## config.mk

```make
export PLATFORM = sky130hd
export DESIGN_NAME = scpm_strap_map
export DESIGN_NICKNAME = d
export VERILOG_FILES = /design/src/shared/scpm_pkg.sv /design/src/logic/scpm_level_decode.sv /design/src/logic/scpm_strap_map.sv
export SDC_FILE = /design/constraint.sdc
export NUM_CORES = 1
export LEC_CHECK = 0
export BUFFER_PORTS_ARGS = -buffer_cell sky130_fd_sc_hd__buf_4
export CAP_MARGIN = 10
export CORE_UTILIZATION = 55
export DETAILED_ROUTE_END_ITERATION = 7
export PLACE_DENSITY = 0.85
export SKIP_LAST_GASP = 1
export SLEW_MARGIN = 20
export SYNTH_ARGS = -nofsm -noshare
export SYNTH_HDL_FRONTEND = slang
export SYNTH_SLANG_ARGS = --single-unit
```

## constraint.sdc

```tcl
create_clock -name i_clk -period 2.19 [get_ports i_clk]
set_input_delay 0.438 -clock i_clk [delete_from_list [all_inputs] [get_ports i_clk]]
set_output_delay 0.438 -clock i_clk [all_outputs]
set_load 0.005 [all_outputs]
```

## src/shared/scpm_pkg.sv

```systemverilog
// constants for the strap capture and pin function map block
package scpm_pkg;
    // number of downstream ports
    localparam int unsigned PORT_COUNT = 6;
    // programmable function pins run from this index upward
    localparam int unsigned PIN_LOW = 3;
    localparam int unsigned PIN_HIGH = 31;
    localparam int unsigned PIN_COUNT = PIN_HIGH - PIN_LOW + 1;
    // function code width
    localparam int unsigned FUNC_W = 6;
    // resistor level codes from the analog strap sensor
    localparam logic [2:0] LVL_200K_DN = 3'h0;
    localparam logic [2:0] LVL_200K_UP = 3'h1;
    localparam logic [2:0] LVL_10K_DN = 3'h2;
    localparam logic [2:0] LVL_10K_UP = 3'h3;
    localparam logic [2:0] LVL_10R_DN = 3'h4;
    localparam logic [2:0] LVL_10R_UP = 3'h5;
    // mode strap pairs: {upper, lower}, 1 means pull-up
    localparam logic [1:0] MODE_ONE = 2'h0;
    localparam logic [1:0] MODE_TWO = 2'h1;
    // function codes
    localparam logic [5:0] FN_UNUSED = 6'h00;
    localparam logic [5:0] FN_CABLE_SUPPLY_B = 6'h01;
    localparam logic [5:0] FN_CABLE_SUPPLY_A = 6'h02;
    localparam logic [5:0] FN_BUS_DISCHARGE = 6'h03;
    localparam logic [5:0] FN_GPIO_70 = 6'h04;
    localparam logic [5:0] FN_GPIO_71 = 6'h05;
    localparam logic [5:0] FN_GPIO_72 = 6'h06;
    localparam logic [5:0] FN_GPIO_73 = 6'h07;
    localparam logic [5:0] FN_P2_SS_CTRL = 6'h08;
    localparam logic [5:0] FN_P3_SS_CTRL = 6'h09;
    localparam logic [5:0] FN_P4_SS_CTRL = 6'h0a;
    localparam logic [5:0] FN_P4_CTRL = 6'h0b;
    localparam logic [5:0] FN_P3_CTRL = 6'h0c;
    localparam logic [5:0] FN_P2_CTRL = 6'h0d;
    localparam logic [5:0] FN_P5_CTRL = 6'h0e;
    localparam logic [5:0] FN_P1_CTRL = 6'h0f;
    localparam logic [5:0] FN_COMPANION_IRQ = 6'h10;
    localparam logic [5:0] FN_FLASH_SELECT = 6'h11;
    localparam logic [5:0] FN_FLASH_CLOCK = 6'h12;
    localparam logic [5:0] FN_FLASH_D0 = 6'h13;
    localparam logic [5:0] FN_FLASH_D1 = 6'h14;
    localparam logic [5:0] FN_FLASH_D2 = 6'h15;
    localparam logic [5:0] FN_FLASH_D3 = 6'h16;
    localparam logic [5:0] FN_TGT_SER_CLK = 6'h17;
    localparam logic [5:0] FN_TGT_SER_LINE = 6'h18;
    localparam logic [5:0] FN_P6_CTRL = 6'h19;
    localparam logic [5:0] FN_GPIO_93 = 6'h1a;
    localparam logic [5:0] FN_CTL_SER_CLK = 6'h1b;
    localparam logic [5:0] FN_CTL_SER_DATA = 6'h1c;
    localparam logic [5:0] FN_MIC_DETECT = 6'h1d;
    localparam logic [5:0] FN_AUDIO_DIN = 6'h1e;
    localparam logic [5:0] FN_AUDIO_MCLK = 6'h1f;
    localparam logic [5:0] FN_AUDIO_DOUT = 6'h20;
    localparam logic [5:0] FN_AUDIO_BCLK = 6'h21;
    localparam logic [5:0] FN_AUDIO_WSEL = 6'h22;
    // override sources
    typedef enum logic [1:0] {
        SRC_CFG_STAGE,
        SRC_OTP,
        SRC_TARGET_SER,
        SRC_FEATURE_CTL
    } scpm_src_t;
endpackage : scpm_pkg

```

## src/logic/scpm_level_decode.sv

```systemverilog
// resistor level code to thermometer port mask
`timescale 1ns/1ns
module scpm_level_decode
    import scpm_pkg::*;
(
    input wire logic [2:0] i_level,
    output logic [PORT_COUNT-1:0] o_mask,
    output logic o_valid
);
    // map six resistor settings onto port masks starting at port 1
    always_comb begin
        o_valid = 1'b1;
        case (i_level)
            LVL_200K_DN: o_mask = 6'h00;
            LVL_200K_UP: o_mask = 6'h01;
            LVL_10K_DN: o_mask = 6'h03;
            LVL_10K_UP: o_mask = 6'h07;
            LVL_10R_DN: o_mask = 6'h0f;
            LVL_10R_UP: o_mask = 6'h3f;
            default: begin
                // unknown level: treat as weakest setting
                o_mask = 6'h00;
                o_valid = 1'b0;
            end
        endcase
    end
endmodule : scpm_level_decode

```

## src/logic/scpm_strap_map.sv

```systemverilog
// strap capture, default configuration and pin function map
`timescale 1ns/1ns
module scpm_strap_map
    import scpm_pkg::*;
#(
    parameter int unsigned NPORT = PORT_COUNT
) (
    input wire logic i_clk,
    input wire logic i_srst,
    // power-on or external reset still asserted
    input wire logic i_chip_rst,
    // straps as seen on the pins
    input wire logic [NPORT-1:0] i_port_dplus_disable_strap,
    input wire logic [NPORT-1:0] i_port_dminus_disable_strap,
    input wire logic [2:0] i_fixed_port_count_strap,
    input wire logic [2:0] i_charging_port_count_strap,
    input wire logic [1:0] i_mode_strap,
    // hub state
    input wire logic i_configuration_stage,
    input wire logic i_enumerated,
    // pin mux override write
    input wire logic i_ovr_valid,
    input wire scpm_src_t i_ovr_src,
    input wire logic [4:0] i_ovr_pin,
    input wire logic [FUNC_W-1:0] i_ovr_func,
    input wire logic i_ovr_clear,
    output logic o_ovr_accept,
    output logic o_ovr_reject,
    // decoded defaults
    output logic o_straps_valid,
    output logic [NPORT-1:0] o_port_hs_disable,
    output logic [NPORT-1:0] o_port_ss_disable,
    output logic [NPORT-1:0] o_port_fixed,
    output logic [NPORT-1:0] o_port_charging,
    output logic o_mode_two,
    output logic o_mode_reserved,
    output logic o_level_error,
    // flattened functions, pin 3 in the low field
    output logic [PIN_COUNT*FUNC_W-1:0] o_pin_func
);

    ////////////////////////////////////////////////////////////////////
    // strap capture
    logic [NPORT-1:0] dp_r; // captured plus-line straps
    logic [NPORT-1:0] dm_r; // captured minus-line straps
    logic [2:0] fixed_r; // captured fixed port level
    logic [2:0] chg_r; // captured charging level
    logic [1:0] mode_r; // captured mode straps
    logic rst_seen_r; // chip reset held last cycle
    logic valid_r; // straps have been captured
    logic capture; // reset release edge

    assign capture = rst_seen_r && !i_chip_rst;

    // track chip reset to find its release
    always_ff @(posedge i_clk) begin
        if (i_srst) begin
            rst_seen_r <= 1'b1;
        end else begin
            rst_seen_r <= i_chip_rst;
        end
    end

    always_ff @(posedge i_clk) begin
        if (i_srst) begin
            dp_r <= '0;
            dm_r <= '0;
            fixed_r <= LVL_200K_DN;
            chg_r <= LVL_200K_DN;
            mode_r <= MODE_ONE;
            valid_r <= 1'b0;
        end else if (i_chip_rst) begin
            // captured values kept, only the valid flag cleared while reset is held
            valid_r <= 1'b0;
        end else if (capture) begin
            dp_r <= i_port_dplus_disable_strap;
            dm_r <= i_port_dminus_disable_strap;
            fixed_r <= i_fixed_port_count_strap;
            chg_r <= i_charging_port_count_strap;
            mode_r <= i_mode_strap;
            valid_r <= 1'b1;
        end
    end

    ////////////////////////////////////////////////////////////////////
    // port disable decode
    logic [NPORT-1:0] hs_dis; // both lines high

    assign hs_dis = dp_r & dm_r;

    // registered disable outputs
    always_ff @(posedge i_clk) begin
        if (i_srst) begin
            o_port_hs_disable <= '0;
            o_port_ss_disable <= '0;
        end else begin
            o_port_hs_disable <= hs_dis;
            o_port_ss_disable <= hs_dis;
        end
    end

    ////////////////////////////////////////////////////////////////////
    // level strap decode
    logic [PORT_COUNT-1:0] fixed_mask; // fixed port mask
    logic [PORT_COUNT-1:0] chg_mask; // charging port mask
    logic fixed_ok; // fixed level legal
    logic chg_ok; // charging level legal

    scpm_level_decode u_fixed_dec (
        .i_level(fixed_r),
        .o_mask(fixed_mask),
        .o_valid(fixed_ok)
    );

    scpm_level_decode u_chg_dec (
        .i_level(chg_r),
        .o_mask(chg_mask),
        .o_valid(chg_ok)
    );

    // registered level outputs
    always_ff @(posedge i_clk) begin
        if (i_srst) begin
            o_port_fixed <= '0;
            o_port_charging <= '0;
            o_level_error <= 1'b0;
        end else begin
            o_port_fixed <= fixed_mask[NPORT-1:0];
            o_port_charging <= chg_mask[NPORT-1:0];
            o_level_error <= valid_r && !(fixed_ok && chg_ok);
        end
    end

    ////////////////////////////////////////////////////////////////////
    // mode select
    logic mode_two; // second assignment chosen

    assign mode_two = (mode_r == MODE_TWO);

    // registered mode flags
    always_ff @(posedge i_clk) begin
        if (i_srst) begin
            o_mode_two <= 1'b0;
            o_mode_reserved <= 1'b0;
            o_straps_valid <= 1'b0;
        end else begin
            o_mode_two <= mode_two;
            // reserved pairs fall back to assignment one
            o_mode_reserved <= valid_r && (mode_r != MODE_ONE)
                && (mode_r != MODE_TWO);
            o_straps_valid <= valid_r;
        end
    end

    ////////////////////////////////////////////////////////////////////
    // default function table
    // default function for pin index p (3..31)
    function automatic logic [FUNC_W-1:0] dflt_func(
        input logic [4:0] p,
        input logic two
    );
        logic [FUNC_W-1:0] f;
        f = FN_UNUSED;
        case (p)
            5'h03: f = FN_CABLE_SUPPLY_B;
            5'h04: f = FN_CABLE_SUPPLY_A;
            5'h05: f = FN_BUS_DISCHARGE;
            5'h06: f = FN_GPIO_70;
            5'h07: f = two ? FN_MIC_DETECT : FN_GPIO_71;
            5'h08: f = FN_GPIO_72;
            5'h09: f = FN_GPIO_73;
            5'h0a: f = two ? FN_AUDIO_DIN : FN_P2_SS_CTRL;
            5'h0b: f = two ? FN_AUDIO_MCLK : FN_P3_SS_CTRL;
            5'h0c: f = FN_P4_SS_CTRL;
            5'h0d: f = FN_P4_CTRL;
            5'h0e: f = FN_P3_CTRL;
            5'h0f: f = FN_P2_CTRL;
            5'h10: f = FN_P5_CTRL;
            5'h11: f = FN_P1_CTRL;
            5'h12: f = FN_COMPANION_IRQ;
            5'h13: f = two ? FN_AUDIO_DOUT : FN_UNUSED;
            5'h14: f = FN_FLASH_SELECT;
            5'h15: f = FN_FLASH_CLOCK;
            5'h16: f = FN_FLASH_D0;
            5'h17: f = FN_FLASH_D1;
            5'h18: f = FN_FLASH_D2;
            5'h19: f = FN_FLASH_D3;
            5'h1a: f = two ? FN_AUDIO_BCLK : FN_TGT_SER_CLK;
            5'h1b: f = two ? FN_P6_CTRL : FN_TGT_SER_LINE;
            5'h1c: f = two ? FN_AUDIO_WSEL : FN_P6_CTRL;
            5'h1d: f = FN_GPIO_93;
            5'h1e: f = FN_CTL_SER_CLK;
            5'h1f: f = FN_CTL_SER_DATA;
            default: f = FN_UNUSED;
        endcase
        return f;
    endfunction : dflt_func

    ////////////////////////////////////////////////////////////////////
    // override gate
    logic pin_ok; // pin index in range
    logic src_ok; // source allowed now

    assign pin_ok = (i_ovr_pin >= 5'(PIN_LOW))
        && (i_ovr_pin <= 5'(PIN_HIGH));

    always_comb begin
        case (i_ovr_src)
            SRC_CFG_STAGE: src_ok = i_configuration_stage;
            SRC_OTP: src_ok = 1'b1;
            SRC_TARGET_SER: src_ok = i_enumerated;
            SRC_FEATURE_CTL: src_ok = i_enumerated;
            default: src_ok = 1'b0;
        endcase
    end

    // combinational handshake answers
    assign o_ovr_accept = i_ovr_valid && valid_r && pin_ok && src_ok;
    assign o_ovr_reject = i_ovr_valid && !o_ovr_accept;

    ////////////////////////////////////////////////////////////////////
    // per pin override storage and output
    genvar g;
    generate
        for (g = 0; g < PIN_COUNT; g++) begin : g_pin
            logic ovr_en_r; // override active
            logic [FUNC_W-1:0] ovr_fn_r; // override function
            logic [FUNC_W-1:0] func_r; // function shown on this pin
            logic hit; // write aimed at this pin
            assign hit = o_ovr_accept && (i_ovr_pin == 5'(g + PIN_LOW));

            always_ff @(posedge i_clk) begin
                if (i_srst || i_chip_rst) begin
                    ovr_en_r <= 1'b0;
                    ovr_fn_r <= FN_UNUSED;
                end else if (hit) begin
                    ovr_en_r <= !i_ovr_clear;
                    ovr_fn_r <= i_ovr_func;
                end
            end

            always_ff @(posedge i_clk) begin
                if (i_srst) begin
                    func_r <= FN_UNUSED;
                end else if (ovr_en_r) begin
                    func_r <= ovr_fn_r;
                end else begin
                    func_r <= dflt_func(5'(g + PIN_LOW), mode_two);
                end
            end

            // one driver per field of the flattened output
            assign o_pin_func[g*FUNC_W +: FUNC_W] = func_r;
        end
    endgenerate

    ////////////////////////////////////////////////////////////////////
    // checks
    // both straps
    a_port_disable_pair: assert property (@(posedge i_clk) disable iff
        (i_srst) o_port_hs_disable == $past(dp_r & dm_r))
        else $error("port disable not from both straps");

    a_ss_follows_hs: assert property (@(posedge i_clk) disable iff
        (i_srst) o_port_ss_disable == $past(dp_r & dm_r))
        else $error("superspeed disable differs");

    a_fixed_thermo: assert property (@(posedge i_clk) disable iff
        (i_srst) ((o_port_fixed + 6'h01) & o_port_fixed) == '0)
        else $error("fixed ports not contiguous from port 1");

    a_chg_level_map: assert property (@(posedge i_clk) disable iff
        (i_srst) (chg_r == LVL_10R_UP) |=> o_port_charging == 6'h3f)
        else $error("charging all ports not decoded");

    a_runtime_gate: assert property (@(posedge i_clk) disable iff
        (i_srst) (i_ovr_valid && i_ovr_src == SRC_TARGET_SER
        && !i_enumerated) |-> o_ovr_reject)
        else $error("runtime override before enumeration");

    a_capture_edge: assert property (@(posedge i_clk) disable iff
        (i_srst) capture |=> (mode_r == $past(i_mode_strap)))
        else $error("mode strap not captured at release");

    a_hold_straps: assert property (@(posedge i_clk) disable iff
        (i_srst) (!i_chip_rst && !capture) |=> $stable(dp_r))
        else $error("captured strap changed");

    a_pin7_mode: assert property (@(posedge i_clk) disable iff
        (i_srst) (mode_two && !g_pin[4].ovr_en_r) |=>
        o_pin_func[4*FUNC_W +: FUNC_W] == FN_MIC_DETECT)
        else $error("pin 7 default wrong in mode two");

    c_capture: cover property (@(posedge i_clk) capture);
    c_mode_two: cover property (@(posedge i_clk) valid_r && mode_two);
    c_ovr_accept: cover property (@(posedge i_clk) o_ovr_accept);
    c_port_off: cover property (@(posedge i_clk) |o_port_hs_disable);

endmodule : scpm_strap_map

```

==> reports/qor.yml <==
placement:
  dp_cells: 1875
  place_ws_ns: 0.1984
  place_area_mm2: 0.01620
  routabilityCongestion: 0.8312
  numPortBuffers: 243
  hpwl_um: 21000
layout:
  fin_cells: 1945
  final_nets: 1627
  fillers: 1827
  finish.utilization_pct: 69.79
  syn_to_final_growth_pct: 24.63
  final_layout_size_suffix_gt1_share_pct: 23.42
  fin_area_mm2: 0.01752
detailed_routing:
  drc_errors: 0
  vias: 9952
  dr.pass1.iters: 5
  drt-total-wl_um: 33450
  ant_nets: 0
  wl_per_cell_um: 17.20
  avgViaCountPerCell: 5.117
  drt_iter0_markers: 677
synthesis:
  post_synth_fa_ha_maj_area_fraction_pct: 0
  synth_compound_area_share_pct: 3.880
  synth_xor_area_share_pct: 0.1246
  yosysSeqAreaShare_pct: 59.66
  syn-num-nets: 1396
  muxShareOfSynthArea_pct: 14.45
  synthArstFlopShare_pct: 0
  synth_flop_cell: "dfxtp_1"
  synth_top_family_by_area: "simple AND/OR/NAND/NOR gates"
  syn_inst: 1356
  yosysUniqueCellTypes: 36
  synthSimpleGateAreaFrac_pct: 17.42
  synth_edf_count: 0
  synth_warnings: 0
  syn_area_per_cell_um2: 10.37
  synth_area_mm2: 0.01406
  ys_ff_latch: 419
critical_path:
  worstPathArrival_ns: 1.63
  worstSetupEndpointType: "primary output"
  path_max_fanout: 3
  cp-start-kind: "flip-flop"
  critical_path_class: "reg -> out"
  required_ns: 1.75
  rrSetupSlack_ns: 0.43
timing:
  maxSlewHeadroom_pct: 57.62
  worst_slew_pin_slew_ns: 0.6357
  period_share_pct: 94.53
  hold_viol: 0
  fin_crit_ns: 2.070
  fin_ws_ns: 0.1198
  fmax_mhz: 483.0
  setup_viol: 0
  skew_ns: 0.01390
  tns_ns: 0
  timing.hold.ws_ns: 0.1687
  rsz0062_at_grt: "false"
  drv_slew: 0
die:
  die_h_um: 161.9
  num_io_pins: 244
  die-area_mm2: 0.02621
  start_util_pct: 55.99
  core_area_mm2: 0.02511
  die_w_um: 161.9
  row_count: 58
global_route:
  grt_pass1_wl_um: 52410
  grt-ovfl-total: 0
  grt_usage_pct: 25.40
  grt_pass1_vias: 10008
  antenna_found_initial: 1
  grt_max_degree: 114
clock_network:
  cts_tree: "yes"
  cts_buffers: 40
  cts.path.max_buffers: 3
  cts_resized: 0
  clk_latency_ns: 0.52
  path_clk_slew_ns: 0.06
  cts_root_buf: "clkbuf_16"
  post_cts_buffers: 0
  cts.sinks: 419
  htree_levels: 2
  cts_hold_buffers: 0
power_and_ir_drop:
  p_per_area_mw_per_mm2: 871.1
  total_power_mw: 15.26
  ir_worst_vdd_uv: 693.0
  p_leak_nw: 8.406
run_status:
  status: "finished, final reports clean"
worst_hold_path:
  worstHoldPathType: "in -> reg"
job:
  max_cap_violations: 0
==> synthesized netlist by cell type, types with 4 or more instances <==
cell type | instances | share of area (%)
and3b_1 | 8 | 0.50
nand4_4 | 5 | 0.76
and2_1 | 87 | 3.9
mux2i_1 | 203 | 14
nand2_2 | 13 | 0.58
inv_1 | 68 | 1.8
nor2b_1 | 30 | 1.3
nand2_1 | 266 | 7.1
buf_2 | 10 | 0.36
buf_4 | 8 | 0.43
nor2_1 | 29 | 0.77
or2_2 | 4 | 0.18
clkbuf_1 | 60 | 1.6
buf_1 | 6 | 0.16
dfxtp_1 | 419 | 60
nand4_2 | 6 | 0.53
a21oi_1 | 100 | 3.6
nand3_4 | 4 | 0.50
==> cells in the final DEF, fill, tap and decap left out, types with 3 or more instances in the layout <==
cell type,synthesis,final
clkinvlp_4,0,5
clkbuf_8,0,7
and2_1,87,87
buf_12,0,3
nor2b_1,30,30
nand4_2,6,6
nand2_2,13,13
nand2_1,266,266
nand3_4,4,4
buf_4,8,271
nand2b_1,3,3
nor2_1,29,28
nand4_4,5,5
clkinv_2,0,7
a21oi_1,100,100
dfxtp_1,419,418
and3b_1,8,8
clkbuf_16,0,41
mux2i_1,203,203
o21a_1,3,3
nor3_1,3,3
bufinv_16,0,3
clkbuf_1,60,4
or2_2,4,4
inv_1,68,68
==> worst paths after layout <==
path | start | endpoint | depth (start not counted)
worst max-delay path | valid_r | o_ovr_reject | 5
worst min-delay path | i_mode_strap[1] | mode_r[1] | 3
worst max register to register | valid_r | g_pin[23].ovr_fn_r[5] | 5
worst min register to register | dm_r[4] | o_port_ss_disable[4] | 2
==> power by group <==
group,switching (mW),internal (mW)
sequential,0.0509,7.73
combinational,0.382,0.254
clock,2.82,4.02
==> critical path, cell delays in order (launching register included) <==
cell	delay, ns
dfxtp_2	0.38
nand2_2	0.13
nor3_4	0.26
o21a_1	0.18
nor2b_1	0.05
buf_4	0.13
==> registers in the layout, indices dropped and copies added (netlist names) <==
register	flops
o_straps_valid	1
dm_r	6
o_mode_two	1
valid_r	1
o_port_charging	5
g_pin.func_r	174
o_port_ss_disable	6
chg_r	3
g_pin.ovr_fn_r	174
rst_seen_r	1
g_pin.ovr_en_r	29
o_level_error	1
mode_r	2
fixed_r	3
o_port_fixed	5
o_mode_reserved	1
dp_r	6
==> logic make-up after synthesis <==
logic type	Yosys count
flops	419
mux	203
simple gates	473
xor+xnor	2
compound gates	106
buf+inv	153
==> metal layers <==
layer  vias up  track usage, %  wire length (um)
met5         -               0                 0
met4         0           13.21              1650
met3       114           3.830              1546
met2       322           44.07             16570
met1      4700           30.44             13680
li1       4816               -                 -
==> final cells by class <==
cell class | instances | area [um2] | area share [%]
Sequential cell | 419 | 8389 | 47.88
Multi-Input combinational cell | 784 | 5051 | 28.83
Timing Repair Buffer | 274 | 2095 | 11.95
Clock buffer | 52 | 1137 | 6.491
Tap cell | 330 | 412.9 | 2.356
Inverter | 68 | 255.2 | 1.457
Clock inverter | 17 | 180.2 | 1.028
Antenna cell | 1 | 2.502 | 0.01428
Power figures use the tool's default switching activity.
